===== config.mk =====
export PLATFORM = sky130hd
export DESIGN_NAME = pma_regs
export DESIGN_NICKNAME = d
export VERILOG_FILES = /design/src/rtl/pma_pkg.sv /design/src/rtl/pma_regs.sv
export VERILOG_INCLUDE_DIRS = /design/src /design/src/rtl
export SDC_FILE = /design/constraint.sdc
export NUM_CORES = 1
export LEC_CHECK = 0
export ABC_AREA = 1
export BUFFER_PORTS_ARGS = -buffer_cell sky130_fd_sc_hd__clkbuf_2
export CAP_MARGIN = 15
export CORE_AREA = 2 2 57 99
export DETAILED_ROUTE_END_ITERATION = 10
export DIE_AREA = 0 0 59 101
export PLACE_DENSITY = 0.81
export SLEW_MARGIN = 20
export SYNTH_ARGS = -nofsm -noshare
export SYNTH_HDL_FRONTEND = slang
export SYNTH_SLANG_ARGS = --single-unit
export TNS_END_PERCENT = 30

===== constraint.sdc =====
create_clock -name clk_i -period 2 [get_ports clk_i]
set_input_delay 0.6 -clock clk_i [delete_from_list [all_inputs] [get_ports clk_i]]
set_output_delay 0.6 -clock clk_i [all_outputs]
set_load 0.005 [all_outputs]

===== src/rtl/pma_defs.svh =====
/*
 * Offsets, reset values and code points of the operating-mode and alarm registers.
 * Assumes byte-wide registers on a 12-bit serial control address.
 */
`ifndef PMA_DEFS_SVH
`define PMA_DEFS_SVH

`define PMA_ADDR_W 12
`define PMA_OFS_MODE_B 12'h29a
`define PMA_OFS_MODE_C 12'h29b
`define PMA_OFS_MODE_D 12'h29c
`define PMA_OFS_SUMMARY 12'h2c0
`define PMA_OFS_STATUS 12'h2c1
`define PMA_OFS_MASK 12'h2c2

`define PMA_RST_MODE_B 8'h0f
`define PMA_RST_MODE_C 8'h04
`define PMA_RST_MODE_D 8'h1b
`define PMA_RST_STATUS 8'h3f
`define PMA_RST_MASK 8'h3f

`define PMA_LP_MODE_B 8'h06
`define PMA_HP_MODE_B 8'h0f
`define PMA_LP_MODE_C 8'h00
`define PMA_HP_MODE_C 8'h04
`define PMA_LP_MODE_D 8'h14
`define PMA_HP_MODE_D 8'h1b

`define PMA_ALARM_BITS 8'h3f
`define PMA_SUMMARY_BIT 0

`endif


===== src/rtl/pma_pkg.sv =====
/*
 * Types for the operating-mode and alarm register slice.
 * Assumes pma_defs.svh for all numbers.
 */
package pma_pkg;

   typedef enum logic [1:0] {
      PMA_MODE_MIXED = 2'h0,
      PMA_MODE_LOW = 2'h1,
      PMA_MODE_HIGH = 2'h2
   } pma_mode_t;

   typedef struct packed {
      logic [7:0] mode_b;
      logic [7:0] mode_c;
      logic [7:0] mode_d;
      logic [7:0] status;
      logic [7:0] mask;
      logic summary;
      logic [7:0] rdata;
      logic cal_status;
      logic [1:0] mode;
   } pma_state_t;

   typedef struct packed {
      logic wr;
      logic rd;
      logic [11:0] addr;
      logic [7:0] wdata;
   } pma_req_t;

endpackage : pma_pkg


===== src/rtl/pma_regs.sv =====
/*
 * Operating-mode registers, alarm status/mask and alarm summary, with the
 * calibration-status pin mux.
 * Assumes a serial control port decoder on clk_i presents single-cycle read and
 * write strobes; alarm event inputs are synchronous to clk_i.
 * Assumes the calibration source cal_done_i is also a clk_i level, so no
 * synchroniser sits in front of it or of the alarm events.
 * Limitation: mode codes are stored as written; a mixed or reserved set is only
 * reported through mode_o, never corrected, so software keeps the code sets paired.
 * The summary and the pin are registered from next-state values, so both move one
 * clock after the event, the clear or the mask write that causes the change.
 */
`timescale 1ns/1ps
`default_nettype none
`include "pma_defs.svh"

module pma_regs (
   // clock and reset
   input wire logic clk_i,
   input wire logic srst_i,
   // register access
   input wire pma_pkg::pma_req_t req_i,
   output logic [7:0] rdata_o,
   // alarm events and pin control
   input wire logic [7:0] alarm_set_i,
   input wire logic cal_status_sel_i,
   input wire logic cal_done_i,
   // mode view for the analog core, alarm summary and calibration-status pin
   output logic [7:0] perf_mode_code_b_o,
   output logic [7:0] perf_mode_code_c_o,
   output logic [7:0] perf_mode_code_d_o,
   output pma_pkg::pma_mode_t mode_o,
   output logic alarm_summary_o,
   output logic cal_status_pin_o
);

   pma_pkg::pma_state_t s_q;
   pma_pkg::pma_state_t s_d;

   // write strobes, one per writable register
   logic wr_mode_b;
   logic wr_mode_c;
   logic wr_mode_d;
   logic wr_status;
   logic wr_mask;

   // next-state alarm view shared by the registers and the summary
   logic [7:0] nstat;
   logic [7:0] nmask;
   logic [7:0] live;

   // register address compare, used by every decode below
   function automatic logic hit(input logic [11:0] a, input logic [11:0] ofs);
      hit = (a == ofs);
   endfunction : hit

   // reserved or mixed code sets fall to the mixed class
   function automatic pma_pkg::pma_mode_t mode_of(
      input logic [7:0] b,
      input logic [7:0] c,
      input logic [7:0] d
   );
      if (b == `PMA_LP_MODE_B && c == `PMA_LP_MODE_C && d == `PMA_LP_MODE_D) begin
         mode_of = pma_pkg::PMA_MODE_LOW;
      end else if (b == `PMA_HP_MODE_B && c == `PMA_HP_MODE_C
          && d == `PMA_HP_MODE_D) begin
         mode_of = pma_pkg::PMA_MODE_HIGH;
      end else begin
         mode_of = pma_pkg::PMA_MODE_MIXED;
      end
   endfunction : mode_of

   // write one clears
   // new events win over a same-cycle clear, so no alarm is lost
   function automatic logic [7:0] next_status(
      input logic [7:0] cur,
      input logic [7:0] clr,
      input logic [7:0] set
   );
      next_status = ((cur & ~clr) | set) & `PMA_ALARM_BITS;
   endfunction : next_status

   // unmapped addresses read as zero
   function automatic logic [7:0] read_mux(
      input logic [11:0] a,
      input pma_pkg::pma_state_t s
   );
      unique case (1'b1)
         hit(a, `PMA_OFS_MODE_B): begin
            read_mux = s.mode_b;
         end
         hit(a, `PMA_OFS_MODE_C): begin
            read_mux = s.mode_c;
         end
         hit(a, `PMA_OFS_MODE_D): begin
            read_mux = s.mode_d;
         end
         hit(a, `PMA_OFS_SUMMARY): begin
            read_mux = {7'h00, s.summary};
         end
         hit(a, `PMA_OFS_STATUS): begin
            read_mux = s.status;
         end
         hit(a, `PMA_OFS_MASK): begin
            read_mux = s.mask;
         end
         default: begin
            read_mux = 8'h00;
         end
      endcase
   endfunction : read_mux

   // the summary address has no strobe, so writes to it fall away
   assign wr_mode_b = req_i.wr && hit(req_i.addr, `PMA_OFS_MODE_B);
   assign wr_mode_c = req_i.wr && hit(req_i.addr, `PMA_OFS_MODE_C);
   assign wr_mode_d = req_i.wr && hit(req_i.addr, `PMA_OFS_MODE_D);
   assign wr_status = req_i.wr && hit(req_i.addr, `PMA_OFS_STATUS);
   assign wr_mask = req_i.wr && hit(req_i.addr, `PMA_OFS_MASK);

   assign nstat = next_status(s_q.status, wr_status ? req_i.wdata : 8'h00, alarm_set_i);

   // mask writes, reserved bits kept zero
   assign nmask = wr_mask ? (req_i.wdata & `PMA_ALARM_BITS) : s_q.mask;

   for (genvar i = 0; i < 8; i++) begin : g_live
      assign live[i] = nstat[i] & ~nmask[i];
   end

   always_comb begin
      s_d = s_q;
      if (wr_mode_b) begin
         s_d.mode_b = req_i.wdata;
      end
      if (wr_mode_c) begin
         s_d.mode_c = req_i.wdata;
      end
      if (wr_mode_d) begin
         s_d.mode_d = req_i.wdata;
      end
      s_d.status = nstat;
      s_d.mask = nmask;
      s_d.summary = |live;
      s_d.cal_status = cal_status_sel_i ? s_d.summary : cal_done_i;
      // decoded mode only; mixing is flagged, not corrected
      s_d.mode = mode_of(s_d.mode_b, s_d.mode_c, s_d.mode_d);
      // read data stands one cycle, zero between reads
      s_d.rdata = req_i.rd ? read_mux(req_i.addr, s_q) : 8'h00;
      if (srst_i) begin
         s_d.mode_b = `PMA_RST_MODE_B;
         s_d.mode_c = `PMA_RST_MODE_C;
         s_d.mode_d = `PMA_RST_MODE_D;
         s_d.status = `PMA_RST_STATUS;
         s_d.mask = `PMA_RST_MASK;
         s_d.summary = 1'b0;
         s_d.rdata = 8'h00;
         s_d.cal_status = 1'b0;
         s_d.mode = pma_pkg::PMA_MODE_HIGH;
      end
   end

   always_ff @(posedge clk_i) begin
      s_q <= s_d;
   end

   assign rdata_o = s_q.rdata;
   assign perf_mode_code_b_o = s_q.mode_b;
   assign perf_mode_code_c_o = s_q.mode_c;
   assign perf_mode_code_d_o = s_q.mode_d;
   assign mode_o = pma_pkg::pma_mode_t'(s_q.mode);
   assign alarm_summary_o = s_q.summary;
   assign cal_status_pin_o = s_q.cal_status;

endmodule : pma_regs
`default_nettype wire


[Yosys cells after proc, flatten, opt, wreduce, memory -nomap -nowiden]
Index checks and enable logic that the tools add are counted.
Cells by class
  multiplexer cells: 9
  reductions and logical operators: 12
  bitwise gates (word level): 16
  equal/unequal tests: 11
Operator list (count)
  $eq A12 B10 Y1 const B: 6
  $pmux W8 S6: 1
  $mux W8: 3
  $eq A8 B3 Y1 const B: 2
  $eq A8 B5 Y1 const B: 2
  $mux W6: 2
  $logic_and A1 B1 Y1: 9
  $eq A8 B4 Y1 const B: 1
  $logic_not A8 Y1: 1
  $not A1 Y1: 7
  $and A1 B1 Y1: 6
  $and A6 B6 Y6: 1
  $not A6 Y6: 1
  $or A6 B6 Y6: 1
  $reduce_or A6 Y1: 1
  $mux W2: 2
  $reduce_or A2 Y1: 1
  $mux W1: 1
Storage, ports and cells
  output and inout bits: 36
  register bits after elaboration: 48
  word-level logic and storage cells: 57

[Depth between registers and ports, before layout]
  word-level depth: 9
  gate-level depth with buffers: 14

[Worst setup path before layout]
No wires, ideal clock.
  path type: in2reg
  start: in req_i[9] (netlist bit)
  end: reg s_q (netlist bit cal_status_pin_o)
  setup slack: 0.148 ns
  cell stages on the path: 13
  arrival time: 1.743 ns
  path buffers: 1
  setup time: 0.109 ns
  cell sequence: inv_1 -> or2_4 -> nor2_8 -> nand3_2 -> buf_6 -> nand2_1 -> o21ai_0 -> nand2_1 -> nand2_1 -> nor2_2 -> nand3_1 -> nand2_1 -> inv_1
On the way
  word-level cells in the longest chain between the ends: 9
  elaborated cells on any way between the ends: 23
  classes of those cells: eq/ne: 2; mux: 3; bitwise: 15; reduce/logical: 3
Ends and longest elaborated chain
  start: declaration: line pma_regs.sv:22  | input wire pma_pkg::pma_req_t req_i,
  $eq A12 B10 Y1: line pma_regs.sv:54  | hit = (a == ofs);
  $logic_and A1 B1 Y1: line pma_regs.sv:117  | assign wr_status = req_i.wr && hit(req_i.addr, `PMA_OFS_STATUS);
  $mux W6: line pma_regs.sv:120  | assign nstat = next_status(s_q.status, wr_status ? req_i.wdata : 8'h00, alarm_set_i);
  $not A6 Y6: line pma_regs.sv:80  | next_status = ((cur & ~clr) | set) & `PMA_ALARM_BITS;
  $and A6 B6 Y6: line pma_regs.sv:80
  $or A6 B6 Y6: line pma_regs.sv:80
  $and A1 B1 Y1: line pma_regs.sv:126  | assign live[i] = nstat[i] & ~nmask[i];
  $reduce_or A6 Y1 (*): line pma_regs.sv:142  | s_d.summary = |live;
  $mux W1 (*): line pma_regs.sv:143  | s_d.cal_status = cal_status_sel_i ? s_d.summary : cal_done_i;
  end signal: assignment: line pma_regs.sv:162  | s_q <= s_d;
  end: declaration: line pma_regs.sv:37  | pma_pkg::pma_state_t s_q;
Mark *: on every way between the ends. The rest lies on a longest branch, timed or not.
A chain may end at the register's enable or synchronous reset.

[Worst setup path in the final report]
  start: in req_i[13] (netlist bit)
  end: reg s_q (netlist bit mode_o[0])
On the way
  word-level cells in the longest chain between the ends: 7
  elaborated cells on any way between the ends: 15
  classes of those cells: eq/ne: 5; mux: 4; reduce/logical: 6
Ends and longest elaborated chain
  $eq A12 B10 Y1: line pma_regs.sv:54
  $logic_and A1 B1 Y1, on equally long branches: line pma_regs.sv:114, pma_regs.sv:115
  $mux W8, on equally long branches: line pma_regs.sv:131, pma_regs.sv:134
  $eq A8 B3 Y1 (no line) or $logic_not A8 Y1 (tied branches)
  $logic_and A1 B1 Y1 (no line)
  $logic_and A1 B1 Y1 (no line) (*)
  $mux W2 (*): line pma_regs.sv:63  | if (b == `PMA_LP_MODE_B && c == `PMA_LP_MODE_C && d == `PMA_LP_MODE_D) begin
Marks and branches as above.

==> results.md <==
* Status: completed
* Max H-tree Level at 2
* Inserted Diodes at 0
* Hold violation total from the final report at 0
* Nets@finish at 510
* Data arrival time at the worst-slack endpoint at ~2.1 ns
* Number of nets in the synthesized netlist at approximately 440
* Number of filler cells placed in the layout at ~500
* Sum of overflow across all layers after global routing at 0
* Number of flops mapped to enable cells by yosys at 0
* Top cells by count, synth: sky130_fd_sc_hd__nand2_1, sky130_fd_sc_hd__inv_1, sky130_fd_sc_hd__nor2_1, sky130_fd_sc_hd__dfxtp_1, sky130_fd_sc_hd__buf_4
* Pin count of the biggest net entering global routing at 24
* Normalized max-slew margin at just under 80%
* Startpoint class of the critical path: primary input
* Number of placement rows at 35
* Full die area at between 5000 and 6000 µm²
* Start point of the worst hold path: s_q[23]
* Fraction of final layout cells with drive strength greater than 1 at approximately 29%
* Clock tree root driver cell: sky130_fd_sc_hd__clkbuf_8
* Clk_lat worst skew at 0.30 ns
* Register-to-register path setup slack at 0.89 ns
* Data required time at the worst endpoint at roughly 2.2 ns
* Post-synthesis instance area at around 2700 µm²
* Port Buffers at 67
* Area of all placed cells without fillers at 3230 µm²
* Post-Synthesis Mean Instance Area at about 6.6 µm²
* CTS tree: done
* Fraction of synthesis flops using an asynchronous set or reset pin at 0%
* DR WL/cell at 13.9 µm
* Most used standard cell by instance count after synthesis: sky130_fd_sc_hd__nand2_1
* Number of design-rule violations left by the first detailed-router iteration at 121
* Highest achievable clock rate at approximately 540 MHz
* Vias in the first global route at 2574
* Initial Utilization at between 50% and 60%
* Post-synthesis sequential area ratio at a little over a third
* Yosys top cell by area: sky130_fd_sc_hd__dfxtp_1
* Setup violation total in the final timing report at 0
* Final hold slack at 0.490 ns
* RSZ-0062 raised after global routing: false
* R2r startpoint: perf_mode_code_c_o[2]
* Number of max-slew violations in the final report at 0
* Cell variety after synth at 30
* Clock-pin slew of the registers on the worst-case setup and hold paths at about 0.09 ns
* Final setup skew at approximately 0.0039 ns
* Top cell type's share of synthesized area at between 30% and 40%
* Die outline width at around 59 µm
* Cell area power density at approximately 520 nW/µm²
* Clk buf depth at 2
* Worst IR drop on VDD at roughly 0.39 mV
* Count of unresolved DRC violations after routing at 0
* Placeable core region at a little over 5000 µm²
* Worst setup path startpoint: req_i[13]
* Total cell area at the placement stage at a little over 3000 µm²
* Number of primary I/O pins at 70
* Cell leakage power at 1.72 nW
* TritonCTS buffer count at 5
* Post-Syn Instances at between 400 and 500
* Yosys warning total at 0
* Number of vias in the routed layout at 2706
* Die Y at approximately 100 µm
* Number of flip-flops and latches in the synthesized netlist at between 40 and 50
* Reported max-cap violation count at 0
* Final clock period utilization by the worst path at 93.4%
* Number of sinks on the clock net at 48
* Classification of the worst-slack hold path: reg2reg
* Final wirelength at approximately 7400 µm
* Maximum net fanout on the critical path at 6
* Most instantiated flip-flop cell in the synthesis netlist: sky130_fd_sc_hd__dfxtp_1
* Area growth, synth to finish at 20.7%
* RePlAce Congestion at 0.913
* Class of the most critical setup path: in2reg
* Detailed-placement wirelength estimate at between 5000 and 6000 µm
* Antenna violations before repair at 0
* Cell types with the largest area share after synthesis: sky130_fd_sc_hd__dfxtp_1, sky130_fd_sc_hd__nand2_1, sky130_fd_sc_hd__buf_4
* Via density per instance at between 5 and 6
* Fin crit period at 1.87 ns
* Total Power Consumption at approximately 1.7 mW
* Number of antenna-violating nets in the routed design at 0
* Pin slew with the least headroom to its limit at roughly 0.33 ns
* Wire length of the first global-routing pass at 11300 µm
* Capturing element type of the critical path: register
* Setup TNS Final at 0 ns
* Final WS setup at around 0.13 ns
* Number of optimization iterations in the first detailed-route pass at 4
* Worst setup timing slack at the placement stage at -0.236 ns
* GRT Total Usage at about a quarter
where the power goes:
group / switching [mW] / internal (mW) / leakage (nW)
clock: 0.320 / 0.276 / 0.0473
sequential: 0.000411 / 0.956 / 0.388
combinational: 0.0823 / 0.0533 / 1.29
total: 0.403 / 1.29 / 1.72
cell type report:
class,instances,area [µm²],share of cell area [%]
Multi-Input combinational cell,247,1190,36.9
Tap cell,55,68.8,2.13
Inverter,66,248,7.68
Sequential cell,48,961,29.8
Clock buffer,6,82.6,2.56
Clock inverter,1,8.76,0.272
Timing Repair Buffer,108,668,20.7
sequential cells by signal, indices dropped and copies added, names as in the netlist:
signal	count
alarm_summary_o	1
mode_o	2
perf_mode_code_c_o	8
rdata_o	8
perf_mode_code_d_o	8
s_q	12
cal_status_pin_o	1
perf_mode_code_b_o	8
final timing paths:
| path | cells past startpoint | to |
|---|---|---|
| max | 14 | mode_o[0] |
| min | 2 | s_q[23] |
| max reg2reg | 9 | mode_o[1] |
| min reg2reg | 2 | s_q[23] |
per-layer routing:
metal	up-vias	GRT usage (%)	part of all wire [%]
met2	92	46.2	53
met4	0	12.8	4.4
met1	1216	26.6	38
li1	1370	-	-
met5	-	0	0
met3	28	4.24	4.7
cells by family (layout without fill, tap and decap cells):
| kind of cell | after synthesis | after routing | share of synthesized area (%) |
|---|---|---|---|
| AO/OA/AOI/OAI | 46 | 46 | 9.93 |
| buffers and inverters | 109 | 181 | 21.0 |
| flip-flops | 48 | 48 | 36.0 |
| AND/OR/NAND/NOR | 200 | 201 | 33.1 |
per-stage QoR:
stage | utilization (%) | cells
floorplan | - | 403
global placement | 59.8 | 522
detailed placement | 59.8 | 522
CTS | 61.5 | 529
global route | 62.4 | 531
finish | 62.4 | 531
timing repair:
| item | CTS | global route |
|---|---|---|
| endpoints found under the setup margin | 0 | 3 |
| gates resized for setup | 0 | 7 |
| hold buffers | 0 | 0 |
| buffers inserted | 0 | 1 |
critical path, cell delays in order:
cell                       delay (ns)
sky130_fd_sc_hd__clkbuf_2        0.11
sky130_fd_sc_hd__nor2_4          0.14
sky130_fd_sc_hd__nand3_4         0.09
sky130_fd_sc_hd__buf_4           0.15
sky130_fd_sc_hd__nor2_4          0.15
sky130_fd_sc_hd__nand3_4         0.15
sky130_fd_sc_hd__buf_12          0.17
sky130_fd_sc_hd__nand2_1         0.05
sky130_fd_sc_hd__o21ai_1         0.08
sky130_fd_sc_hd__nor2_1          0.10
sky130_fd_sc_hd__nand2_1         0.06
sky130_fd_sc_hd__nor2_2          0.12
sky130_fd_sc_hd__nand2_1         0.06
sky130_fd_sc_hd__nor2_1          0.09
cell usage in the layout, fill, tap and decap left out, types with 2 or more instances in the layout:
| master | netlist | final |
|---|---|---|
| sky130_fd_sc_hd__o22ai_1 | 4 | 4 |
| sky130_fd_sc_hd__clkbuf_8 | 0 | 6 |
| sky130_fd_sc_hd__buf_4 | 34 | 39 |
| sky130_fd_sc_hd__a31o_2 | 2 | 2 |
| sky130_fd_sc_hd__clkbuf_2 | 1 | 67 |
| sky130_fd_sc_hd__nor2_4 | 1 | 2 |
| sky130_fd_sc_hd__inv_1 | 65 | 65 |
| sky130_fd_sc_hd__nand4_1 | 13 | 13 |
| sky130_fd_sc_hd__nand3_2 | 3 | 2 |
| sky130_fd_sc_hd__o21ai_0 | 14 | 13 |
| sky130_fd_sc_hd__nand3_4 | 1 | 3 |
| sky130_fd_sc_hd__a21oi_1 | 4 | 4 |
| sky130_fd_sc_hd__buf_12 | 0 | 2 |
| sky130_fd_sc_hd__nand3_1 | 17 | 17 |
| sky130_fd_sc_hd__o211ai_1 | 2 | 2 |
| sky130_fd_sc_hd__nand2_1 | 103 | 103 |
| sky130_fd_sc_hd__dfxtp_1 | 48 | 48 |
| sky130_fd_sc_hd__nor2_2 | 6 | 7 |
| sky130_fd_sc_hd__a211oi_1 | 2 | 2 |
| sky130_fd_sc_hd__nor2_1 | 52 | 50 |
| sky130_fd_sc_hd__o21ai_1 | 14 | 14 |
Note: power is estimated with default switching activity, not from simulation.
